`config.mk`:
```
export PLATFORM = sky130hd
export DESIGN_NAME = eob_bank
export DESIGN_NICKNAME = d
export VERILOG_FILES = /design/src/hw/eob_pkg.sv /design/src/hw/eob_refresh_tick.sv /design/src/hw/eob_bank.sv
export SDC_FILE = /design/constraint.sdc
export NUM_CORES = 1
export LEC_CHECK = 0
export BUFFER_PORTS_ARGS = -buffer_cell sky130_fd_sc_hd__buf_2
export CORE_MARGIN = 2
export CORE_UTILIZATION = 23
export CTS_BUF_LIST = sky130_fd_sc_hd__clkbuf_8
export DETAILED_ROUTE_END_ITERATION = 10
export SLEW_MARGIN = 20
export SYNTH_ARGS = -nofsm -noshare
export SYNTH_HDL_FRONTEND = slang
export SYNTH_HIERARCHICAL = 1
export SYNTH_SLANG_ARGS = --single-unit
```
`constraint.sdc`:
```
create_clock -name mclk -period 2.4 [get_ports mclk]
set_input_delay 0 -clock mclk [delete_from_list [all_inputs] [get_ports mclk]]
set_output_delay 0 -clock mclk [all_outputs]
set_load 0.03 [all_outputs]
```
`src/hw/eob_pkg.sv`:
```
// Package: register numbers, widths and timing for the expansion output bank
package eob_pkg;
  localparam int unsigned EOB_REG_NUM_W = 16;
  localparam int unsigned EOB_DATA_W = 32;
  localparam int unsigned EOB_OUT_COUNT = 96;
  localparam int unsigned EOB_HALF_COUNT = 6;
  // Register numbers as seen by serial, Modbus and macro access
  localparam logic [15:0] EOB_WORD_A_NUM = 16'h00f9;
  localparam logic [15:0] EOB_WORD_B_NUM = 16'h00fd;
  localparam logic [15:0] EOB_A_LOW_NUM = 16'h1164;
  localparam logic [15:0] EOB_A_HIGH_NUM = 16'h1165;
  localparam logic [15:0] EOB_B_LOW_NUM = 16'h1166;
  localparam logic [15:0] EOB_B_HIGH_NUM = 16'h1167;
  localparam logic [15:0] EOB_C_LOW_NUM = 16'h1168;
  localparam logic [15:0] EOB_C_HIGH_NUM = 16'h1169;
  localparam logic [95:0] EOB_FLAGS_RESET = 96'h0000_0000_0000_0000_0000_0000;
  // Refresh period toward the expansion modules
  localparam int unsigned EOB_CLK_MHZ = 200;
  localparam int unsigned EOB_REFRESH_MS = 100;
  localparam int unsigned EOB_REFRESH_CYCLES = EOB_REFRESH_MS * 1000 * EOB_CLK_MHZ;
  localparam int unsigned EOB_TICK_W = 25;
endpackage

```
`src/hw/eob_refresh_tick.sv`:
```
// Divider that emits the one-cycle refresh enable
`timescale 1ns/1ps
module eob_refresh_tick #(
  parameter int unsigned PERIOD = eob_pkg::EOB_REFRESH_CYCLES
) (
  input wire logic mclk,
  input wire logic nrst,
  output logic tick
);
  import eob_pkg::*;

  typedef struct packed {
    logic [EOB_TICK_W-1:0] count;
    logic tick;
  } eob_tick_state_type;

  eob_tick_state_type state_reg;
  eob_tick_state_type state_next;
  localparam logic [EOB_TICK_W-1:0] LAST = EOB_TICK_W'(PERIOD - 1);

  always_comb begin
    state_next = state_reg;
    state_next.tick = 1'b0;
    if (state_reg.count >= LAST) begin
      state_next.count = '0;
      state_next.tick = 1'b1;
    end else begin
      state_next.count = state_reg.count + 1'b1;
    end
  end

  always_ff @(posedge mclk or negedge nrst) begin
    if (!nrst) begin
      state_reg <= '0;
    end else begin
      state_reg <= state_next;
    end
  end

  assign tick = state_reg.tick;

  tick_spacing_a: assert property (@(posedge mclk) disable iff (!nrst)
    tick |=> !tick) else $error("refresh tick lasted more than one cycle");
endmodule

```
`src/hw/eob_bank.sv`:
```
// Expansion digital output flag bank with aliased 32-bit and 16-bit views
`timescale 1ns/1ps
// Overview of operation
// - Word A bits 0..31 map one to one onto expansion outputs 1..32.
// - A flag reads and drives 1 for active and 0 for inactive.
// - The A low half view bits 0..15 are outputs 1..16, the low half of word A.
// - The A high half view bits 0..15 are outputs 17..32, the high half of word A.
// - Word B bits 0..31 hold outputs 33..64.
// - The B low and high half views alias word B as outputs 33..48 and 49..64.
// - Outputs 65..96 are reached only through the C low and high half views.
// - Every flag register is readable and writable, reads show the stored flags, which reach ext_out only at the next refresh.
// - For outputs 1..64 both the 32-bit words and the 16-bit halves are offered for the same flags.
// - Flags pass to the modules on a periodic 100 ms refresh, not at once.
module eob_bank #(
  parameter int unsigned REFRESH_CYCLES = eob_pkg::EOB_REFRESH_CYCLES
) (
  input wire logic mclk,
  input wire logic nrst,
  input wire logic reg_wr,
  input wire logic reg_rd,
  input wire logic [eob_pkg::EOB_REG_NUM_W-1:0] reg_num,
  input wire logic [eob_pkg::EOB_DATA_W-1:0] reg_wdata,
  output logic [eob_pkg::EOB_DATA_W-1:0] reg_rdata,
  output logic reg_hit,
  output logic [eob_pkg::EOB_OUT_COUNT-1:0] ext_out,
  output logic ext_refresh
);
  import eob_pkg::*;

  // ********************************
  // State
  // ********************************
  typedef struct packed {
    logic [EOB_OUT_COUNT-1:0] flags;
    logic [EOB_OUT_COUNT-1:0] pins;
    logic [EOB_DATA_W-1:0] rdata;
  } eob_state_type;

  eob_state_type state_reg;
  eob_state_type state_next;
  logic tick;
  logic [EOB_HALF_COUNT-1:0] half_sel;
  logic word_a_sel;
  logic word_b_sel;

  eob_refresh_tick #(
    .PERIOD(REFRESH_CYCLES)
  ) eob_refresh_tick_i (
    .mclk(mclk),
    .nrst(nrst),
    .tick(tick)
  );

  // ********************************
  // Decode
  // ********************************
  localparam logic [15:0] HALF_NUM [EOB_HALF_COUNT] = '{EOB_A_LOW_NUM, EOB_A_HIGH_NUM,
    EOB_B_LOW_NUM, EOB_B_HIGH_NUM, EOB_C_LOW_NUM, EOB_C_HIGH_NUM};

  genvar gi;
  generate
    for (gi = 0; gi < EOB_HALF_COUNT; gi++) begin : g_half
      assign half_sel[gi] = (reg_num == HALF_NUM[gi]);
    end
  endgenerate

  assign word_a_sel = (reg_num == EOB_WORD_A_NUM);
  assign word_b_sel = (reg_num == EOB_WORD_B_NUM);
  // C outputs have no word number on purpose
  assign reg_hit = word_a_sel | word_b_sel | (|half_sel);

  // ********************************
  // Next state
  // ********************************
  always_comb begin
    state_next = state_reg;
    // Single storage per output, so all views alias
    if (reg_wr) begin
      if (word_a_sel) begin
        state_next.flags[31:0] = reg_wdata;
      end
      if (word_b_sel) begin
        state_next.flags[63:32] = reg_wdata;
      end
      for (int i = 0; i < EOB_HALF_COUNT; i++) begin
        if (half_sel[i]) begin
          state_next.flags[i*16 +: 16] = reg_wdata[15:0];
        end
      end
    end
    if (reg_rd) begin
      state_next.rdata = '0;
      if (word_a_sel) begin
        state_next.rdata = state_next.flags[31:0];
      end
      if (word_b_sel) begin
        state_next.rdata = state_next.flags[63:32];
      end
      for (int i = 0; i < EOB_HALF_COUNT; i++) begin
        if (half_sel[i]) begin
          state_next.rdata = {16'h0000, state_next.flags[i*16 +: 16]};
        end
      end
    end
    // Pins follow flags only at the refresh, like the module link
    if (tick) begin
      state_next.pins = state_next.flags;
    end
  end

  always_ff @(posedge mclk or negedge nrst) begin
    if (!nrst) begin
      state_reg <= '{flags: EOB_FLAGS_RESET, pins: EOB_FLAGS_RESET, rdata: '0};
    end else begin
      state_reg <= state_next;
    end
  end

  assign reg_rdata = state_reg.rdata;
  assign ext_out = state_reg.pins;
  assign ext_refresh = tick;

  // ********************************
  // Checks
  // ********************************
  word_a_write_a: assert property (@(posedge mclk) disable iff (!nrst)
    reg_wr && word_a_sel |=> state_reg.flags[31:0] == $past(reg_wdata))
    else $error("word A write lost");
  a_low_alias_a: assert property (@(posedge mclk) disable iff (!nrst)
    reg_wr && half_sel[0] && !reg_rd ##1 reg_rd && word_a_sel && !reg_wr
    |=> reg_rdata[15:0] == $past(reg_wdata[15:0], 2)) else $error("A low alias broken");
  a_high_alias_a: assert property (@(posedge mclk) disable iff (!nrst)
    reg_wr && half_sel[1] |=> state_reg.flags[31:16] == $past(reg_wdata[15:0]))
    else $error("A high alias broken");
  word_b_write_a: assert property (@(posedge mclk) disable iff (!nrst)
    reg_wr && word_b_sel |=> state_reg.flags[63:32] == $past(reg_wdata))
    else $error("word B write lost");
  b_high_alias_a: assert property (@(posedge mclk) disable iff (!nrst)
    reg_wr && half_sel[3] |=> state_reg.flags[63:48] == $past(reg_wdata[15:0]))
    else $error("B high alias broken");
  c_half_only_a: assert property (@(posedge mclk) disable iff (!nrst)
    reg_wr && !half_sel[4] && !half_sel[5]
    |=> state_reg.flags[95:64] == $past(state_reg.flags[95:64]))
    else $error("C flags changed without C half access");
  half_read_a: assert property (@(posedge mclk) disable iff (!nrst)
    reg_rd && !reg_wr && half_sel[5] |=> reg_rdata == {16'h0000, state_reg.flags[95:80]})
    else $error("C high read wrong");
  refresh_hold_a: assert property (@(posedge mclk) disable iff (!nrst)
    !tick |=> ext_out == $past(ext_out)) else $error("pins moved between refreshes");
  refresh_load_a: assert property (@(posedge mclk) disable iff (!nrst)
    tick && !reg_wr |=> ext_out == $past(state_reg.flags))
    else $error("refresh did not copy flags");

  // ********************************
  // Checks: writes through each view
  // ********************************
  word_a_keep_a: assert property (@(posedge mclk) disable iff (!nrst)
    reg_wr && word_a_sel |=> state_reg.flags[95:32] == $past(state_reg.flags[95:32]))
    else $error("word A write touched other flags");
  word_b_keep_a: assert property (@(posedge mclk) disable iff (!nrst)
    reg_wr && word_b_sel |=> state_reg.flags[31:0] == $past(state_reg.flags[31:0])
    && state_reg.flags[95:64] == $past(state_reg.flags[95:64]))
    else $error("word B write touched other flags");
  a_low_write_a: assert property (@(posedge mclk) disable iff (!nrst)
    reg_wr && half_sel[0] |=> state_reg.flags[15:0] == $past(reg_wdata[15:0]))
    else $error("A low write lost");
  a_low_keep_a: assert property (@(posedge mclk) disable iff (!nrst)
    reg_wr && half_sel[0] |=> state_reg.flags[95:16] == $past(state_reg.flags[95:16]))
    else $error("A low write touched other flags");
  a_high_keep_a: assert property (@(posedge mclk) disable iff (!nrst)
    reg_wr && half_sel[1] |=> state_reg.flags[15:0] == $past(state_reg.flags[15:0]))
    else $error("A high write touched A low");
  b_low_alias_a: assert property (@(posedge mclk) disable iff (!nrst)
    reg_wr && half_sel[2] |=> state_reg.flags[47:32] == $past(reg_wdata[15:0]))
    else $error("B low alias broken");
  c_low_write_a: assert property (@(posedge mclk) disable iff (!nrst)
    reg_wr && half_sel[4] |=> state_reg.flags[79:64] == $past(reg_wdata[15:0]))
    else $error("C low write lost");
  c_high_write_a: assert property (@(posedge mclk) disable iff (!nrst)
    reg_wr && half_sel[5] |=> state_reg.flags[95:80] == $past(reg_wdata[15:0]))
    else $error("C high write lost");

  // ********************************
  // Checks: reads and refused numbers
  // ********************************
  word_a_read_a: assert property (@(posedge mclk) disable iff (!nrst)
    reg_rd && !reg_wr && word_a_sel |=> reg_rdata == $past(state_reg.flags[31:0]))
    else $error("word A read wrong");
  word_b_read_a: assert property (@(posedge mclk) disable iff (!nrst)
    reg_rd && !reg_wr && word_b_sel |=> reg_rdata == $past(state_reg.flags[63:32]))
    else $error("word B read wrong");
  half_zero_ext_a: assert property (@(posedge mclk) disable iff (!nrst)
    reg_rd && (|half_sel) |=> reg_rdata[31:16] == 16'h0000)
    else $error("half read upper bits not zero");
  read_own_write_a: assert property (@(posedge mclk) disable iff (!nrst)
    reg_rd && reg_wr && half_sel[3] |=> reg_rdata[15:0] == $past(reg_wdata[15:0]))
    else $error("read beside write missed the new value");
  rdata_hold_a: assert property (@(posedge mclk) disable iff (!nrst)
    !reg_rd |=> reg_rdata == $past(reg_rdata))
    else $error("read data moved without a read");
  // A slip here would let a spare number reach live flags
  unmapped_write_a: assert property (@(posedge mclk) disable iff (!nrst)
    reg_wr && !reg_hit |=> state_reg.flags == $past(state_reg.flags))
    else $error("write to unmapped number changed flags");
  unmapped_read_a: assert property (@(posedge mclk) disable iff (!nrst)
    reg_rd && !reg_hit |=> reg_rdata == 32'h0000_0000)
    else $error("read of unmapped number not zero");

  // ********************************
  // Checks: refresh
  // ********************************
  refresh_write_a: assert property (@(posedge mclk) disable iff (!nrst)
    tick && reg_wr && word_a_sel |=> ext_out[31:0] == $past(reg_wdata))
    else $error("write in refresh cycle missed the pins");

  // ********************************
  // Coverage
  // ********************************
  word_write_c: cover property (@(posedge mclk) disable iff (!nrst) reg_wr && word_b_sel);
  half_write_c: cover property (@(posedge mclk) disable iff (!nrst) reg_wr && half_sel[4]);
  alias_read_c: cover property (@(posedge mclk) disable iff (!nrst)
    reg_wr && half_sel[1] ##1 reg_rd && word_a_sel);
  refresh_c: cover property (@(posedge mclk) disable iff (!nrst) tick && |state_reg.flags);
  refused_write_c: cover property (@(posedge mclk) disable iff (!nrst) reg_wr && !reg_hit);
endmodule

```
**Word-level counts from Yosys, hierarchy flattened**

Index checks and enable logic that the tools add are counted.

- Word-level logic and storage cells: 37
- Bits in registers: 250
- Input port bits: 52
- Output and inout bits: 130

- Reduce and logical (&&, ||, !) cells: 1
- Muxes and demuxes: 19
- $lt $le $gt $ge: 1
- Eq/ne operators: 8
- Bitwise gates (word level): 2
- $add $sub $neg: 1

Operator list:

| operator | count |
|---|---|
| $mux W32 | 10 |
| $eq A16 B13 Y1 const B | 6 |
| $mux W16 | 6 |
| $mux W96 | 1 |
| $eq A16 B8 Y1 const B | 2 |
| $add A25 B1 Y25 const B | 1 |
| $ge A25 B25 Y1 const B | 1 |
| $mux W25 | 1 |
| $reduce_or A6 Y1 | 1 |
| $or A1 B1 Y1 | 2 |
| $mux W1 | 1 |

**Depth between registers and ports, before layout**

- Depth in word-level cells: 12
- Gate-level depth with buffers: 9
- Depth with buffers taken out: 6

**By module**

Netlist, hierarchy kept.

By module, submodules not included:

| module | cells each | times used | sequential area each (um^2) | area each (um^2) |
|---|---|---|---|---|
| eob_bank | 1116 | 1 | 5605.4 | 12363.1 |
| eob_refresh_tick | 146 | 1 | 650.6 | 1407.6 |

**Worst setup path after synthesis**

Ideal clock, no wire load.

- Kind: input -> register
- Start: input port reg_num[11] in the netlist's numbering
- End: register state_reg, in the netlist ext_out[10]
- Data required time: 2.275 ns
- Data arrival time: 1.888 ns
- Stages on the path: 8
- Path slack: 0.388 ns
- Path buffers: 2
- Library setup time: 0.125 ns
- Path through: nor4_4 > and4_4 > a32o_2 > and2_4 > buf_6 > buf_8 > mux2_4 > mux2_2

RTL lines:

| item | RTL line | text |
|---|---|---|
| start: declaration | eob_bank.sv:21 | `input wire logic [eob_pkg::EOB_REG_NUM_W-1:0] reg_num,` |
| end signal: assignment | eob_bank.sv:113 | `state_reg <= '{flags: EOB_FLAGS_RESET, pins: EOB_FLAGS_RESET, rdata: '0};` |
| end signal: assignment | eob_bank.sv:115 | `state_reg <= state_next;` |
| end: declaration | eob_bank.sv:39 | `eob_state_type state_reg;` |

==> reports/qor.csv <==
stage,metric,value,unit
cts,CTS Buf Count,44,
cts,Max Buffers Root-to-Sink,3,
status,status,finished with violations,
floorplanning,FP Rows,89,
sta,worst hold margin,54.7,ps
global_routing,GRT Util Overall,0.140,
placed_design,"worst slack, placed",227,ps
yosys,Synth Area in Compound Gates,0.139,
worst_setup_path,critical path class,register to register,
cells_and_area,layout filler cell count,6183,
yosys,Synth Area in Simple Gates,0.107,
route,vias,10400,
sta,fin worst setup slack,202,ps
cells_and_area,Reg area,6260,sq um
run,max cap viols,0,
worst_setup_path,cell family with most CP delay,simple AND/OR/NAND/NOR gates,
yosys,Synth top area share,0.454,
power,Logic pwr share,0.078,
sta,Worst-Margin Slew,611,ps
worst_setup_path,Stages on worst setup path,5,
sta,fin crit share,0.916,
cells_and_area,most frequent cells in the layout,"dfrtp_1 (249), buf_2 (179), mux2_2 (134), nor2_1 (88), clkbuf_8 (54)",
floorplanning,area of the core,59100,sq um
sta,Setup Skew,30.4,ps
global_routing,Overflow after GRT,0,
worst_setup_path,r2r worst-path depth,5,
power,sequential share of power,0.473,
route,initial DRC count,906,
yosys,"Top FF cell, synth",dfrtp_1,
yosys,biggest area consumer among synthesized cells,dfrtp_1,
cells_and_area,P&R area growth vs syn,16.4,%
worst_setup_path,Worst Setup SP,eob_refresh_tick_i/state_reg[1],
route,TritonRoute pass-1 iters,8,
yosys,post-synthesis mux area share,0.177,
worst_hold_path,type of the worst min-delay path,primary input to register,
yosys,cells taking the most area after synthesis,"dfrtp_1 (45%), mux2_2 (11%), buf_4 (7.2%)",
sta,final hold violation count,0,
cells_and_area,fin nets,1413,
yosys,register area share after synthesis,0.454,
cts,Root Driver,clkbuf_8,
global_routing,pin count of the biggest net entering global routing,70,
cts,CTS H-tree depth,2,
sta,Peak Freq,455,MHz
placed_design,Buffers on Ports,181,
power,leakage power,7.85,nW
sta,RSZ-0062 raised after global routing,no,
power,Power Density,563,nW/um^2
route,Routed WL per cell,20.4,microns
worst_hold_path,hold path start,reg_rd,
global_routing,vias in the first global route,10600,
cells_and_area,area of the multi-input gates,5950,sq um
power,Sw Pwr,2.37,mW
placed_design,DPL Wire Length,32800,microns
yosys,Syn Inst Count,1262,
yosys,Post-Syn Area,13800,sq um
worst_setup_path,CP peak stage delay,640,ps
yosys,library cells used by synthesis,76,
sta,Total Neg Setup Slack,0,ps
yosys,Synth Warn #,6,
route,DRT antenna net count,0,
status,violated checks,DRC,
power,Sw Share,0.262,
global_routing,first-pass GRT wire length,67200,microns
cells_and_area,ANT cells,0,
global_routing,initial antenna violation count,0,
worst_setup_path,nature of the critical path startpoint,register,
sta,Period minus WS final,2200,ps
floorplanning,Die H,249,microns
worst_setup_path,R2R Path Start,eob_refresh_tick_i/state_reg[1],
sta,Final setup viols,0,
yosys,Syn Nets,1315,
worst_setup_path,Bufs and invs on worst path,0,
route,final WL,44100,microns
worst_hold_path,Hold Path Stages,4,
yosys,fraction of the mapped netlist area in adder cells,0.000909,
worst_setup_path,worst path required time,2890,ps
floorplanning,Initial Utilization,0.233,
yosys,asr flop ratio synth,1.00,
floorplanning,Die ar.,61800,sq um
worst_setup_path,CP endpoint kind,register,
yosys,count of flip-flops with a built-in enable after synthesis,0,
cells_and_area,"commonest non-fill, non-tap cell in the layout",dfrtp_1,
power,clock power share,0.450,
route,DRC Markers,11,
floorplanning,Top-Level Pins,182,
power,Int Power,6.66,mW
placed_design,placer congestion estimate,0.906,
yosys,Synth Register Bits,250,
cells_and_area,layout cells sized above 1,0.364,
yosys,main combinational cell family by area after synthesis,multiplexers,
sta,relative slew slack,0.593,
power,Peak VDD IR,0.346,mV
cts,clk slew on worst S/H paths,60,ps
cts,cells resized by post-CTS repair,0,
cts,clock sink total,250,
worst_setup_path,arrival time worst endpoint,2690,ps
sta,"Slew Viols, Final",0,
worst_setup_path,"critical path fanouts, max",7,
yosys,Post-Syn Area per Cell,10.9,sq um
worst_setup_path,cells along the critical path,ha_1 -> nand4_1 -> or4_1 -> or3_1 -> a211oi_1,
cts,Worst-Skew Late Latency,590,ps
worst_setup_path,"Slowest-stage cell, CP",or4_1,
floorplanning,DIE WIDTH,249,microns
route,via/cell ratio,4.78,
yosys,post-synthesis xor/xnor area fraction,0.00890,
cts,CTS tree,built,
[power groups by stage]
stage	registers (mW)	clock network, mW	logic [mW]
after floorplan	4.33	0	0.384
after global placement	4.34	0	0.641
after detailed placement	4.34	0	0.652
after CTS	4.26	4.19	0.705
after global routing	4.26	4.40	0.764
final	4.26	4.06	0.701
[synthesized netlist by cell type, types with 4 or more instances]
cell type / count
o31ai_1: 4
mux2_2: 134
or3_1: 4
or4_1: 5
nand4_1: 12
o21ai_0: 19
mux2i_1: 34
o21ai_1: 4
o22a_1: 15
o311a_1: 16
nor2_1: 88
clkbuf_1: 68
xnor2_1: 7
nor3_2: 10
nor3_1: 25
dfrtp_1: 250
buf_6: 5
and2_1: 6
inv_1: 39
and3_1: 4
buf_2: 12
a21oi_1: 42
a22oi_1: 16
a21boi_0: 16
nor4_1: 21
a21o_1: 31
and4_1: 8
o211ai_1: 16
nand2_1: 18
o22ai_1: 46
nor2b_1: 19
buf_4: 132
xor2_1: 7
mux2_4: 39
o21bai_1: 16
nand3_1: 14
a31oi_1: 16
[worst register-to-register path, cell delays in order (launching register included)]
cell and delay [ps]:
dfrtp_1 410, ha_1 260, nand4_1 170, or4_1 640, or3_1 360, a211oi_1 280
[kinds of logic (layout without fill, tap and decap cells)]
family,Yosys count,in the layout
AOI/OAI and AO/OA,273,273
xor gates and xnor gates,14,14
adders and majority gates,1,1
buffers and inverters,261,391
DFF,250,250
muxes,207,207
and+or+nand+nor,256,256
[layout make-up]
class                           count  area share
Multi-Input combinational cell    751       0.371
Sequential cell                   250       0.390
Inverter                           39     0.00913
Timing Repair Buffer              274       0.113
Clock buffer                       54      0.0463
Tap cell                          773      0.0603
Clock inverter                     24     0.00975
[what timing repair did]
item                      in CTS  in global routing
hold endpoints to repair     414                  0
hold buffers                  39                  0
setup buffers                  0                  0
[worst paths after layout]
check | end | slack, ps
min reg2reg | ext_out[47] | 500
min | reg_rdata[30] | 50
max | eob_refresh_tick_i/state_reg[21] | 200
max reg2reg | eob_refresh_tick_i/state_reg[21] | 200
min in group asynchronous | ext_out[61] | 520
max in group asynchronous | eob_refresh_tick_i/state_reg[14] | 1070
[stage by stage]
stage / total power [mW] / instance area (sq um) / util / std cells
floorplan: 4.71 / 13800 / - / 1262
global placement: 4.98 / 14700 / 0.249 / 2048
detailed placement: 4.99 / 14700 / 0.249 / 2048
CTS: 9.16 / 16000 / 0.271 / 2165
global route: 9.43 / 16000 / 0.271 / 2165
finish: 9.02 / 16000 / 0.271 / 2165
[per-layer routing]
layer	share of wire	global-route usage	vias up
met5	0	0	-
met2	0.48	0.236	393
met4	0.034	0.0495	0
met3	0.064	0.0328	71
li1	-	-	4656
met1	0.42	0.176	5238
(Power assumes the default switching activity.)
